<file path="config.mk">
export PLATFORM = sky130hd
export DESIGN_NAME = dld_latch_decoder
export DESIGN_NICKNAME = d
export VERILOG_FILES = /design/src/include/dld_pkg.sv /design/src/include/dld_stream_if.sv /design/src/design/dld_fifo.sv /design/src/design/dld_latch_decoder.sv
export VERILOG_INCLUDE_DIRS = /design/src /design/src/include
export SDC_FILE = /design/constraint.sdc
export NUM_CORES = 1
export LEC_CHECK = 0
export CORE_MARGIN = 4
export CORE_UTILIZATION = 40
export CTS_CLUSTER_SIZE = 30
export DETAILED_ROUTE_END_ITERATION = 6
export DONT_BUFFER_PORTS = 1
export SLEW_MARGIN = 20
export SYNTH_ARGS = -nofsm -noshare
export SYNTH_HDL_FRONTEND = slang
export SYNTH_SLANG_ARGS = --single-unit
</file>
<file path="constraint.sdc">
create_clock -name ref_clk -period 4.03 [get_ports ref_clk]
set_clock_uncertainty 0.2 [all_clocks]
set_input_delay 0.2015 -clock ref_clk [delete_from_list [all_inputs] [get_ports ref_clk]]
set_output_delay 0.2015 -clock ref_clk [all_outputs]
set_load 0.02 [all_outputs]
</file>
<file path="src/include/dld_consts.svh">
// Constants for the dual latch and segment decoder block
`ifndef DLD_CONSTS_SVH
`define DLD_CONSTS_SVH

`define DLD_CODE_W 14
`define DLD_CHANNELS 2
`define DLD_UPPER_SRC 31
`define DLD_MID_SRC 15
`define DLD_LOW_BITS 5
`define DLD_SW_W 51
`define DLD_SW_MID_LSB 5
`define DLD_SW_UP_LSB 20
`define DLD_CODE_UP_LSB 9
`define DLD_CODE_MID_LSB 5
`define DLD_RESET_CODE 14'h0000
`define DLD_FIFO_DEPTH 16
`define DLD_FIFO_W 15
`define DLD_SEL_BIT 14
`define DLD_MAX_RATE_MSPS 125
`define DLD_REF_CLK_MHZ 40

`define DLD_OFF_CTRL 4'h0
`define DLD_OFF_STATUS 4'h4
`define DLD_OFF_CODE1 4'h8
`define DLD_OFF_CODE2 4'hC

`define DLD_CTRL_SLEEP_BIT 0
`define DLD_CTRL_FLUSH_BIT 1
`define DLD_STAT_DUAL_BIT 0
`define DLD_STAT_GAIN_BIT 1
`define DLD_STAT_SLEEP_BIT 2
`define DLD_STAT_PEND_LSB 3
`define DLD_STAT_LEVEL_LSB 8
`define DLD_WB_ZERO 32'h0000_0000

`endif

</file>
<file path="src/include/dld_pkg.sv">
// Types shared by the dual latch and segment decoder block
`default_nettype none
`include "dld_consts.svh"

package dld_pkg;
  typedef logic [`DLD_CODE_W-1:0] dld_code_t;
  typedef logic [`DLD_SW_W-1:0] dld_switch_t;
  typedef enum logic {DLD_MODE_INTERLEAVED, DLD_MODE_DUAL} dld_mode_t;
endpackage

`default_nettype wire

</file>
<file path="src/include/dld_stream_if.sv">
// Valid/ready word stream between the port logic and the FIFO
`timescale 1ns/100ps
`default_nettype none

interface dld_stream_if #(parameter int W = 15);
  logic valid;
  logic ready;
  logic [W-1:0] data;
  modport src (output valid, output data, input ready);
  modport snk (input valid, input data, output ready);
endinterface

`default_nettype wire

</file>
<file path="src/design/dld_fifo.sv">
// Word FIFO with valid/ready on both sides
`timescale 1ns/100ps
`default_nettype none

module dld_fifo #(
  parameter int W = 15,
  parameter int DEPTH = 16
) (
  input wire logic ref_clk,
  input wire logic resetn,
  input wire logic flush,
  dld_stream_if.snk in_s,
  dld_stream_if.src out_s,
  output logic [$clog2(DEPTH):0] level
);
  localparam int AW = $clog2(DEPTH);
  logic [W-1:0] mem_q [DEPTH];
  logic [AW:0] wr_q;
  logic [AW:0] rd_q;
  logic push;
  logic pop;

  assign level = wr_q - rd_q;
  assign in_s.ready = level != (AW+1)'(DEPTH);
  assign out_s.valid = level != '0;
  assign out_s.data = mem_q[rd_q[AW-1:0]];
  assign push = in_s.valid & in_s.ready;
  assign pop = out_s.valid & out_s.ready;

  always_ff @(posedge ref_clk or negedge resetn)
  begin
    if (!resetn)
    begin
      wr_q <= '0;
      rd_q <= '0;
    end
    else if (flush)
    begin
      wr_q <= '0;
      rd_q <= '0;
    end
    else
    begin
      if (push)
        wr_q <= wr_q + 1'b1;
      if (pop)
        rd_q <= rd_q + 1'b1;
    end
  end

  // Storage needs no reset; level guards every read
  always_ff @(posedge ref_clk)
  begin
    if (push && !flush)
      mem_q[wr_q[AW-1:0]] <= in_s.data;
  end
endmodule

`default_nettype wire

</file>
<file path="src/design/dld_latch_decoder.sv">
// Dual converter input latches, interleave demux and segment decoders
`timescale 1ns/100ps
`default_nettype none
`include "dld_consts.svh"

module dld_latch_decoder
  import dld_pkg::*;
(
  input wire logic ref_clk,
  input wire logic resetn,
  input wire logic [`DLD_CODE_W-1:0] first_data_port,
  input wire logic [`DLD_CODE_W-1:0] second_data_port,
  input wire logic first_write_strobe,
  input wire logic first_update_clock,
  input wire logic second_update_clock,
  input wire logic second_write_strobe,
  input wire logic port_mode_select,
  input wire logic power_down,
  input wire logic gain_mode_select,
  input wire logic wb_cyc_i,
  input wire logic wb_stb_i,
  input wire logic wb_we_i,
  input wire logic [3:0] wb_adr_i,
  input wire logic [3:0] wb_sel_i,
  input wire logic [31:0] wb_dat_i,
  output logic [31:0] wb_dat_o,
  output logic wb_ack_o,
  output logic interleaved_ready,
  output logic powered_down,
  output logic shared_gain_mode,
  output logic [`DLD_SW_W-1:0] first_true_switch,
  output logic [`DLD_SW_W-1:0] first_comp_switch,
  output logic [`DLD_SW_W-1:0] second_true_switch,
  output logic [`DLD_SW_W-1:0] second_comp_switch
);
  localparam int LW = $clog2(`DLD_FIFO_DEPTH) + 1;

  // Segment decode of one straight binary code
  function automatic dld_switch_t dld_decode(input dld_code_t c);
    dld_switch_t s;
    s = '0;
    for (int i = 0; i < `DLD_UPPER_SRC; i++)
      s[`DLD_SW_UP_LSB + i] = i < int'(c[`DLD_CODE_W-1:`DLD_CODE_UP_LSB]);
    for (int i = 0; i < `DLD_MID_SRC; i++)
      s[`DLD_SW_MID_LSB + i] = i < int'(c[`DLD_CODE_UP_LSB-1:`DLD_CODE_MID_LSB]);
    s[`DLD_LOW_BITS-1:0] = c[`DLD_LOW_BITS-1:0];
    return s;
  endfunction

  logic [3:0] pins;
  logic [3:0] pins_q;
  logic [3:0] rise;
  dld_mode_t mode_q;
  logic gain_q;
  logic sleep_q;
  logic ctrl_sleep_q;
  logic ctrl_flush_q;
  logic asleep;
  logic dual;
  logic ileave;
  logic iq_reset;
  logic iq_sel;
  logic iq_load;
  logic both_pending;
  logic fifo_flush;
  logic [LW-1:0] fifo_level;
  logic wb_req;
  logic ack_q;
  logic ctrl_wr;
  logic [31:0] rdat_q;
  logic [31:0] rd_mux;
  dld_code_t in_latch_q [`DLD_CHANNELS];
  dld_code_t stage_q [`DLD_CHANNELS];
  dld_code_t code_q [`DLD_CHANNELS];
  logic pending_q [`DLD_CHANNELS];
  dld_switch_t true_q [`DLD_CHANNELS];
  dld_switch_t comp_q [`DLD_CHANNELS];

  dld_stream_if #(.W(`DLD_FIFO_W)) push_s ();
  dld_stream_if #(.W(`DLD_FIFO_W)) pop_s ();

  // Control pins in pin order; their meaning depends on mode
  assign pins = {second_write_strobe, second_update_clock, first_update_clock,
                 first_write_strobe};
  assign rise = pins & ~pins_q;
  assign dual = mode_q == DLD_MODE_DUAL;
  assign ileave = mode_q == DLD_MODE_INTERLEAVED;
  assign iq_reset = ileave & pins[2];
  assign iq_sel = pins[3];
  assign asleep = sleep_q | ctrl_sleep_q;
  assign both_pending = pending_q[0] & pending_q[1];
  assign iq_load = ileave & rise[1] & both_pending & ~iq_reset;

  always_ff @(posedge ref_clk or negedge resetn)
  begin
    if (!resetn)
      pins_q <= 4'h0;
    else
      pins_q <= pins;
  end

  // Static pins are sampled each cycle, not latched
  always_ff @(posedge ref_clk or negedge resetn)
  begin
    if (!resetn)
    begin
      mode_q <= DLD_MODE_DUAL;
      gain_q <= 1'b0;
      sleep_q <= 1'b0;
    end
    else
    begin
      mode_q <= dld_mode_t'(port_mode_select);
      gain_q <= gain_mode_select;
      sleep_q <= power_down;
    end
  end

  assign shared_gain_mode = gain_q;
  assign powered_down = asleep;

  // Interleaved words queue with their channel select bit
  assign push_s.valid = ileave & rise[0] & ~asleep & ~iq_reset;
  assign push_s.data = {iq_sel, first_data_port};
  assign interleaved_ready = ileave & push_s.ready;
  assign pop_s.ready = ileave & ~iq_reset & ~pending_q[pop_s.data[`DLD_SEL_BIT]];
  // Flushing in dual mode keeps stale words from leaking into a later switch
  assign fifo_flush = dual | iq_reset | ctrl_flush_q;

  dld_fifo #(.W(`DLD_FIFO_W), .DEPTH(`DLD_FIFO_DEPTH)) u_fifo (
    .ref_clk(ref_clk),
    .resetn(resetn),
    .flush(fifo_flush),
    .in_s(push_s),
    .out_s(pop_s),
    .level(fifo_level)
  );

  for (genvar ch = 0; ch < `DLD_CHANNELS; ch++)
  begin : g_chan
    logic wr_rise;
    logic upd_rise;
    logic take;
    dld_code_t port_data;

    assign wr_rise = (ch == 0) ? rise[0] : rise[3];
    assign upd_rise = (ch == 0) ? rise[1] : rise[2];
    assign port_data = (ch == 0) ? first_data_port : second_data_port;
    assign take = pop_s.valid & pop_s.ready & (pop_s.data[`DLD_SEL_BIT] == 1'(ch));

    // Input latch of the double buffer
    always_ff @(posedge ref_clk or negedge resetn)
    begin
      if (!resetn)
        in_latch_q[ch] <= `DLD_RESET_CODE;
      else if (dual && wr_rise)
        in_latch_q[ch] <= port_data;
    end

    // Demux staging; a newly taken word wins over a clear
    always_ff @(posedge ref_clk or negedge resetn)
    begin
      if (!resetn)
      begin
        stage_q[ch] <= `DLD_RESET_CODE;
        pending_q[ch] <= 1'b0;
      end
      else
      begin
        if (take)
          stage_q[ch] <= pop_s.data[`DLD_CODE_W-1:0];
        pending_q[ch] <= take | (pending_q[ch] & ~(iq_load | iq_reset | dual));
      end
    end

    // Converter latch; held while asleep so output stays put
    always_ff @(posedge ref_clk or negedge resetn)
    begin
      if (!resetn)
        code_q[ch] <= `DLD_RESET_CODE;
      else if (!asleep)
      begin
        if (dual && upd_rise)
          code_q[ch] <= in_latch_q[ch];
        else if (iq_load)
          code_q[ch] <= stage_q[ch];
      end
    end

    // Complementary pair from one decode so neither output is ever skipped
    always_ff @(posedge ref_clk or negedge resetn)
    begin
      if (!resetn)
      begin
        true_q[ch] <= '0;
        comp_q[ch] <= '1;
      end
      else
      begin
        true_q[ch] <= dld_decode(code_q[ch]);
        comp_q[ch] <= ~dld_decode(code_q[ch]);
      end
    end
  end

  assign first_true_switch = true_q[0];
  assign first_comp_switch = comp_q[0];
  assign second_true_switch = true_q[1];
  assign second_comp_switch = comp_q[1];

  // Wishbone slave: one wait state, unmapped offsets read zero
  assign wb_req = wb_cyc_i & wb_stb_i;
  assign ctrl_wr = wb_req & ack_q & wb_we_i & (wb_adr_i == `DLD_OFF_CTRL) & wb_sel_i[0];

  always_ff @(posedge ref_clk or negedge resetn)
  begin
    if (!resetn)
      ack_q <= 1'b0;
    else
      ack_q <= wb_req & ~ack_q;
  end

  always_ff @(posedge ref_clk or negedge resetn)
  begin
    if (!resetn)
    begin
      ctrl_sleep_q <= 1'b0;
      ctrl_flush_q <= 1'b0;
    end
    else
    begin
      if (ctrl_wr)
        ctrl_sleep_q <= wb_dat_i[`DLD_CTRL_SLEEP_BIT];
      ctrl_flush_q <= ctrl_wr & wb_dat_i[`DLD_CTRL_FLUSH_BIT];
    end
  end

  always_comb
  begin
    rd_mux = `DLD_WB_ZERO;
    unique case (wb_adr_i)
      `DLD_OFF_CTRL:
        rd_mux[`DLD_CTRL_SLEEP_BIT] = ctrl_sleep_q;
      `DLD_OFF_STATUS:
      begin
        rd_mux[`DLD_STAT_DUAL_BIT] = dual;
        rd_mux[`DLD_STAT_GAIN_BIT] = gain_q;
        rd_mux[`DLD_STAT_SLEEP_BIT] = asleep;
        rd_mux[`DLD_STAT_PEND_LSB] = pending_q[0];
        rd_mux[`DLD_STAT_PEND_LSB + 1] = pending_q[1];
        rd_mux[`DLD_STAT_LEVEL_LSB +: LW] = fifo_level;
      end
      `DLD_OFF_CODE1:
        rd_mux[`DLD_CODE_W-1:0] = code_q[0];
      `DLD_OFF_CODE2:
        rd_mux[`DLD_CODE_W-1:0] = code_q[1];
      default:
        rd_mux = `DLD_WB_ZERO;
    endcase
  end

  always_ff @(posedge ref_clk or negedge resetn)
  begin
    if (!resetn)
      rdat_q <= `DLD_WB_ZERO;
    else if (wb_req && !ack_q)
      rdat_q <= rd_mux;
  end

  assign wb_dat_o = rdat_q;
  assign wb_ack_o = ack_q;
endmodule

`default_nettype wire

</file>
==> flow_metrics.py <==
metrics = {
    "power": {
        "p_leak_uw": 0.00999,
        "fin_total_pwr_uw": 12700,
        "p_int_uw": 9740,
        "p_sw_frac": 0.235,
        "power_frac_seq": 0.551,
        "powerDensity_nw_per_um2": 528,
        "vdd.ir_drop.worst_mv": 0.294,
        "combPwrFrac": 0.040,
        "p_sw_uw": 3000,
        "p_clk_frac": 0.409,
    },
    "yosys": {
        "syn_area_um2": 20900,
        "synth_top_family_by_area": "multiplexers",
        "ys_ff_latch": 564,
        "ys.flop_type": "edfxtp_1",
        "synthAdderAreaFrac": 0.00634,
        "synth.area.mux_share": 0.113,
        "synth-seq-area-share": 0.738,
        "synth_xor_area_frac": 0.00293,
        "yosys.area_share.simple": 0.0485,
        "postSynthCellCount": 1363,
        "synth_edf_count": 240,
        "yosysWarnings": 0,
        "synth_cell_types": 48,
        "synth-async-reset-ratio": 0.574,
        "synth-compound-area-share": 0.0526,
        "syn_area_per_cell_um2": 15.4,
    },
    "global_routing": {
        "gr-total-overflow": 0,
        "grt_start_max_net_pins": 325,
        "grt_use_total": 0.162,
        "grt_pass1_vias": 11200,
        "grt_first_pass_wirelength_mm": 71.2,
        "antenna_found_initial": 4,
    },
    "final_layout": {
        "fin_area_um2": 24100,
        "fin_nets": 1528,
        "syn_to_final_growth_pct": 15.3,
        "multi_input_comb_area_um2": 4760,
        "drive_above_1_share": 0.219,
        "instances_no_fill": 2166,
        "fillers": 4335,
        "seq_area_um2": 15400,
    },
    "critical_path": {
        "crit_required_ns": 4.09,
        "reg2reg_slack_ns": 0.39,
        "critPathSlowestCell": "dfrtp_1",
        "cpPeakStageDelay_ns": 0.42,
        "start_kind": "flip-flop",
        "r2r_end": "u_fifo.mem_q[3][8]$_DFFE_PP_",
        "critPathKind": "reg -> reg",
        "cp_max_fo": 14,
        "r2r_cells": 10,
        "critPathArrivalTime_ns": 3.70,
        "path_cells": "inv_1, ha_1, fa_1, xnor2_1, nor3b_1, mux2i_1, o21a_1, nand3_1, nor3_2, buf_4",
        "regToRegStartpoint": "u_fifo.wr_q[0]$_DFFE_PN0P_",
        "critPathCaptureType": "flip-flop",
    },
    "cts": {
        "clock_sinks": 564,
        "htree_num_levels": 2,
        "cts_resized": 0,
        "cts_setup_buffers": 0,
        "clock_latency_ns": 0.60,
        "cts_tree": "yes",
        "cts_buffers": 54,
        "cts.clk_slew.worst_paths_ns": 0.07,
        "clock-root-buffer": "clkbuf_16",
        "ctsHoldBuffers": 54,
        "cts_buffer_depth": 3,
    },
    "place": {
        "dp.cells": 2008,
        "placement.io_buffers": 0,
        "dpl_cell_area_um2": 21700,
        "hpwl_mm": 31.0,
        "gp_congestion": 0.807,
    },
    "route": {
        "viasPerCell": 5.06,
        "routed-via-count": 11000,
        "ant_nets": 0,
        "firstDrtPassIters": 5,
        "route.detailed.drc": 0,
        "post_drt_wl_per_cell_um": 21.5,
        "initialDrtViolationCount": 842,
        "finalWirelength_mm": 46.5,
    },
    "run": {
        "drv_cap": 0,
    },
    "die": {
        "fp.dieW_um": 237,
        "initial_utilization": 0.406,
        "core-area_um2": 51600,
        "die_h_um": 237,
        "dieArea_um2": 56100,
        "rows": 83,
        "num_io_pins": 320,
    },
    "sta": {
        "timing_worst_slew_pin_value_ns": 0.936,
        "fin_crit_sh": 0.904,
        "drv_slew": 0,
        "hold_viol": 324,
        "min_period_ns": 3.64,
        "setup_viol": 0,
        "whs_ns": -0.904,
        "rsz0062_at_grt": "false",
        "timing.fmax_mhz": 275,
        "fin_setup_tns_ns": 0,
        "slew_headroom": 0.374,
    },
    "worst_hold_path": {
        "min-delay-path-class": "in -> async",
    },
    "status": {
        "status": "finished, violations left",
        "violations": "hold timing",
    },
}
## critical path: cells and delay by family (launching register included)
family                   cells  cell delay (ns)
buffers and inverters        2             0.41
AO/OA/AOI/OAI                1             0.31
XOR/XNOR                     1             0.32
flip-flops                   1             0.42
multiplexers                 1             0.42
AND/OR/NAND/NOR              3             0.60
adder cells (fa/ha/maj)      2             0.62
## synthesized netlist by cell type, types with 5 or more instances
library cell / number / area [um2]
ha_1: 9 / 113
inv_1: 110 / 413
or3_1: 9 / 56.3
dfrtp_1: 221 / 5530
nand2_1: 114 / 428
buf_2: 10 / 50.1
nand3_1: 7 / 35.0
dfstp_2: 103 / 2710
clkbuf_1: 42 / 158
a21oi_1: 24 / 120
mux2_2: 49 / 552
mux2i_1: 96 / 961
and2_1: 5 / 31.3
buf_1: 10 / 37.5
nor3_1: 10 / 50.1
nand2b_1: 9 / 56.3
nor2b_1: 5 / 31.3
a22oi_1: 19 / 143
or2_2: 12 / 75.1
mux4_2: 31 / 698
edfxtp_1: 240 / 7210
a221oi_1: 29 / 254
nor2_1: 38 / 143
o21ai_0: 79 / 395
mux2_1: 12 / 135
buf_4: 21 / 158
## through the flow
step	hold WS [ns]	utilization	setup WS (ns)
global placement	-0.287	0.421	0.577
detailed placement	-0.287	0.421	0.482
floorplan	-0.294	-	0.140
CTS	-0.936	0.468	0.436
finish	-0.904	0.468	0.387
global route	-0.942	0.468	0.148
## power by group through the flow
stage	logic [uW]	clock network (uW)	registers, uW
after floorplan	382	0	6980
final	507	5210	7020
after detailed placement	421	0	7140
after global routing	571	5590	7050
after CTS	513	5340	7030
after global placement	408	0	7130
## state kept, by name, summed over array words and instances, names as in the netlist, 2 cells and up
signal              count
u_fifo.rd_q             5
second_true_switch     51
pins_q                  4
first_true_switch      51
pending_q               2
in_latch_q             28
stage_q                28
first_comp_switch      51
u_fifo.mem_q          240
wb_dat_o               14
second_comp_switch     51
u_fifo.wr_q             5
code_q                 28
## routing by layer
layer  global-route usage  vias to the layer above  share of wire
met5                    0                        -        0.00065
met1                0.221                     5593           0.44
met4               0.0382                        4          0.019
met3               0.0458                       73          0.071
li1                     -                     4949              -
met2                0.260                      337           0.47
## area by class of cell
cell class,count,area share
flip-flops and latches,564,0.640
well taps,680,0.0353
diodes,2,0.000207
clock buffers,72,0.0639
inverters,110,0.0171
clock inverters,30,0.0137
repair buffers,85,0.0326
multi-input cells,623,0.197
## how the worst max path moves through the flow
stage          depth (start not counted)                        from                            end
2_1_floorplan                         10  u_fifo.rd_q[3]$_DFFE_PN0P_   u_fifo.mem_q[0][0]$_DFFE_PP_
3_3_place_gp                          10  u_fifo.wr_q[0]$_DFFE_PN0P_  u_fifo.mem_q[3][11]$_DFFE_PP_
3_5_place_dp                          10  u_fifo.wr_q[0]$_DFFE_PN0P_  u_fifo.mem_q[3][11]$_DFFE_PP_
4_1_cts                               10  u_fifo.wr_q[0]$_DFFE_PN0P_   u_fifo.mem_q[3][8]$_DFFE_PP_
5_1_grt                               10  u_fifo.wr_q[0]$_DFFE_PN0P_   u_fifo.mem_q[3][8]$_DFFE_PP_
6_report                              10  u_fifo.wr_q[0]$_DFFE_PN0P_   u_fifo.mem_q[3][8]$_DFFE_PP_
## logic make-up (layout without fill, tap and decap cells)
logic type / after synthesis / in the layout
xor+xnor: 7 / 7
flops: 564 / 564
simple gates: 224 / 224
fa+ha+maj: 10 / 10
buf+inv: 193 / 297
compound gates: 175 / 175
mux: 189 / 189
other cells: 1 / 20
## layout by cell type, fill, tap and decap left out, types with 5 or more instances in the layout
master / synthesis / routed
a21oi_1: 24 / 24
a221oi_1: 29 / 29
a22oi_1: 19 / 19
and2_1: 5 / 5
buf_4: 21 / 30
bufinv_16: 0 / 6
clkbuf_1: 42 / 8
clkbuf_16: 0 / 56
clkbuf_8: 0 / 8
clkinv_2: 0 / 13
conb_1: 1 / 18
dfrtp_1: 221 / 220
dfstp_2: 103 / 103
dlygate4sd3_1: 0 / 54
edfxtp_1: 240 / 240
ha_1: 9 / 9
inv_1: 110 / 110
mux2_1: 12 / 12
mux2_2: 49 / 49
mux2i_1: 96 / 96
mux4_2: 31 / 31
nand2_1: 114 / 114
nand2b_1: 9 / 9
nand3_1: 7 / 7
nor2_1: 38 / 38
nor2b_1: 5 / 5
nor3_1: 10 / 6
o21ai_0: 79 / 79
or2_2: 12 / 12
or3_1: 9 / 9
No activity file was read; power rests on OpenSTA's default activity.
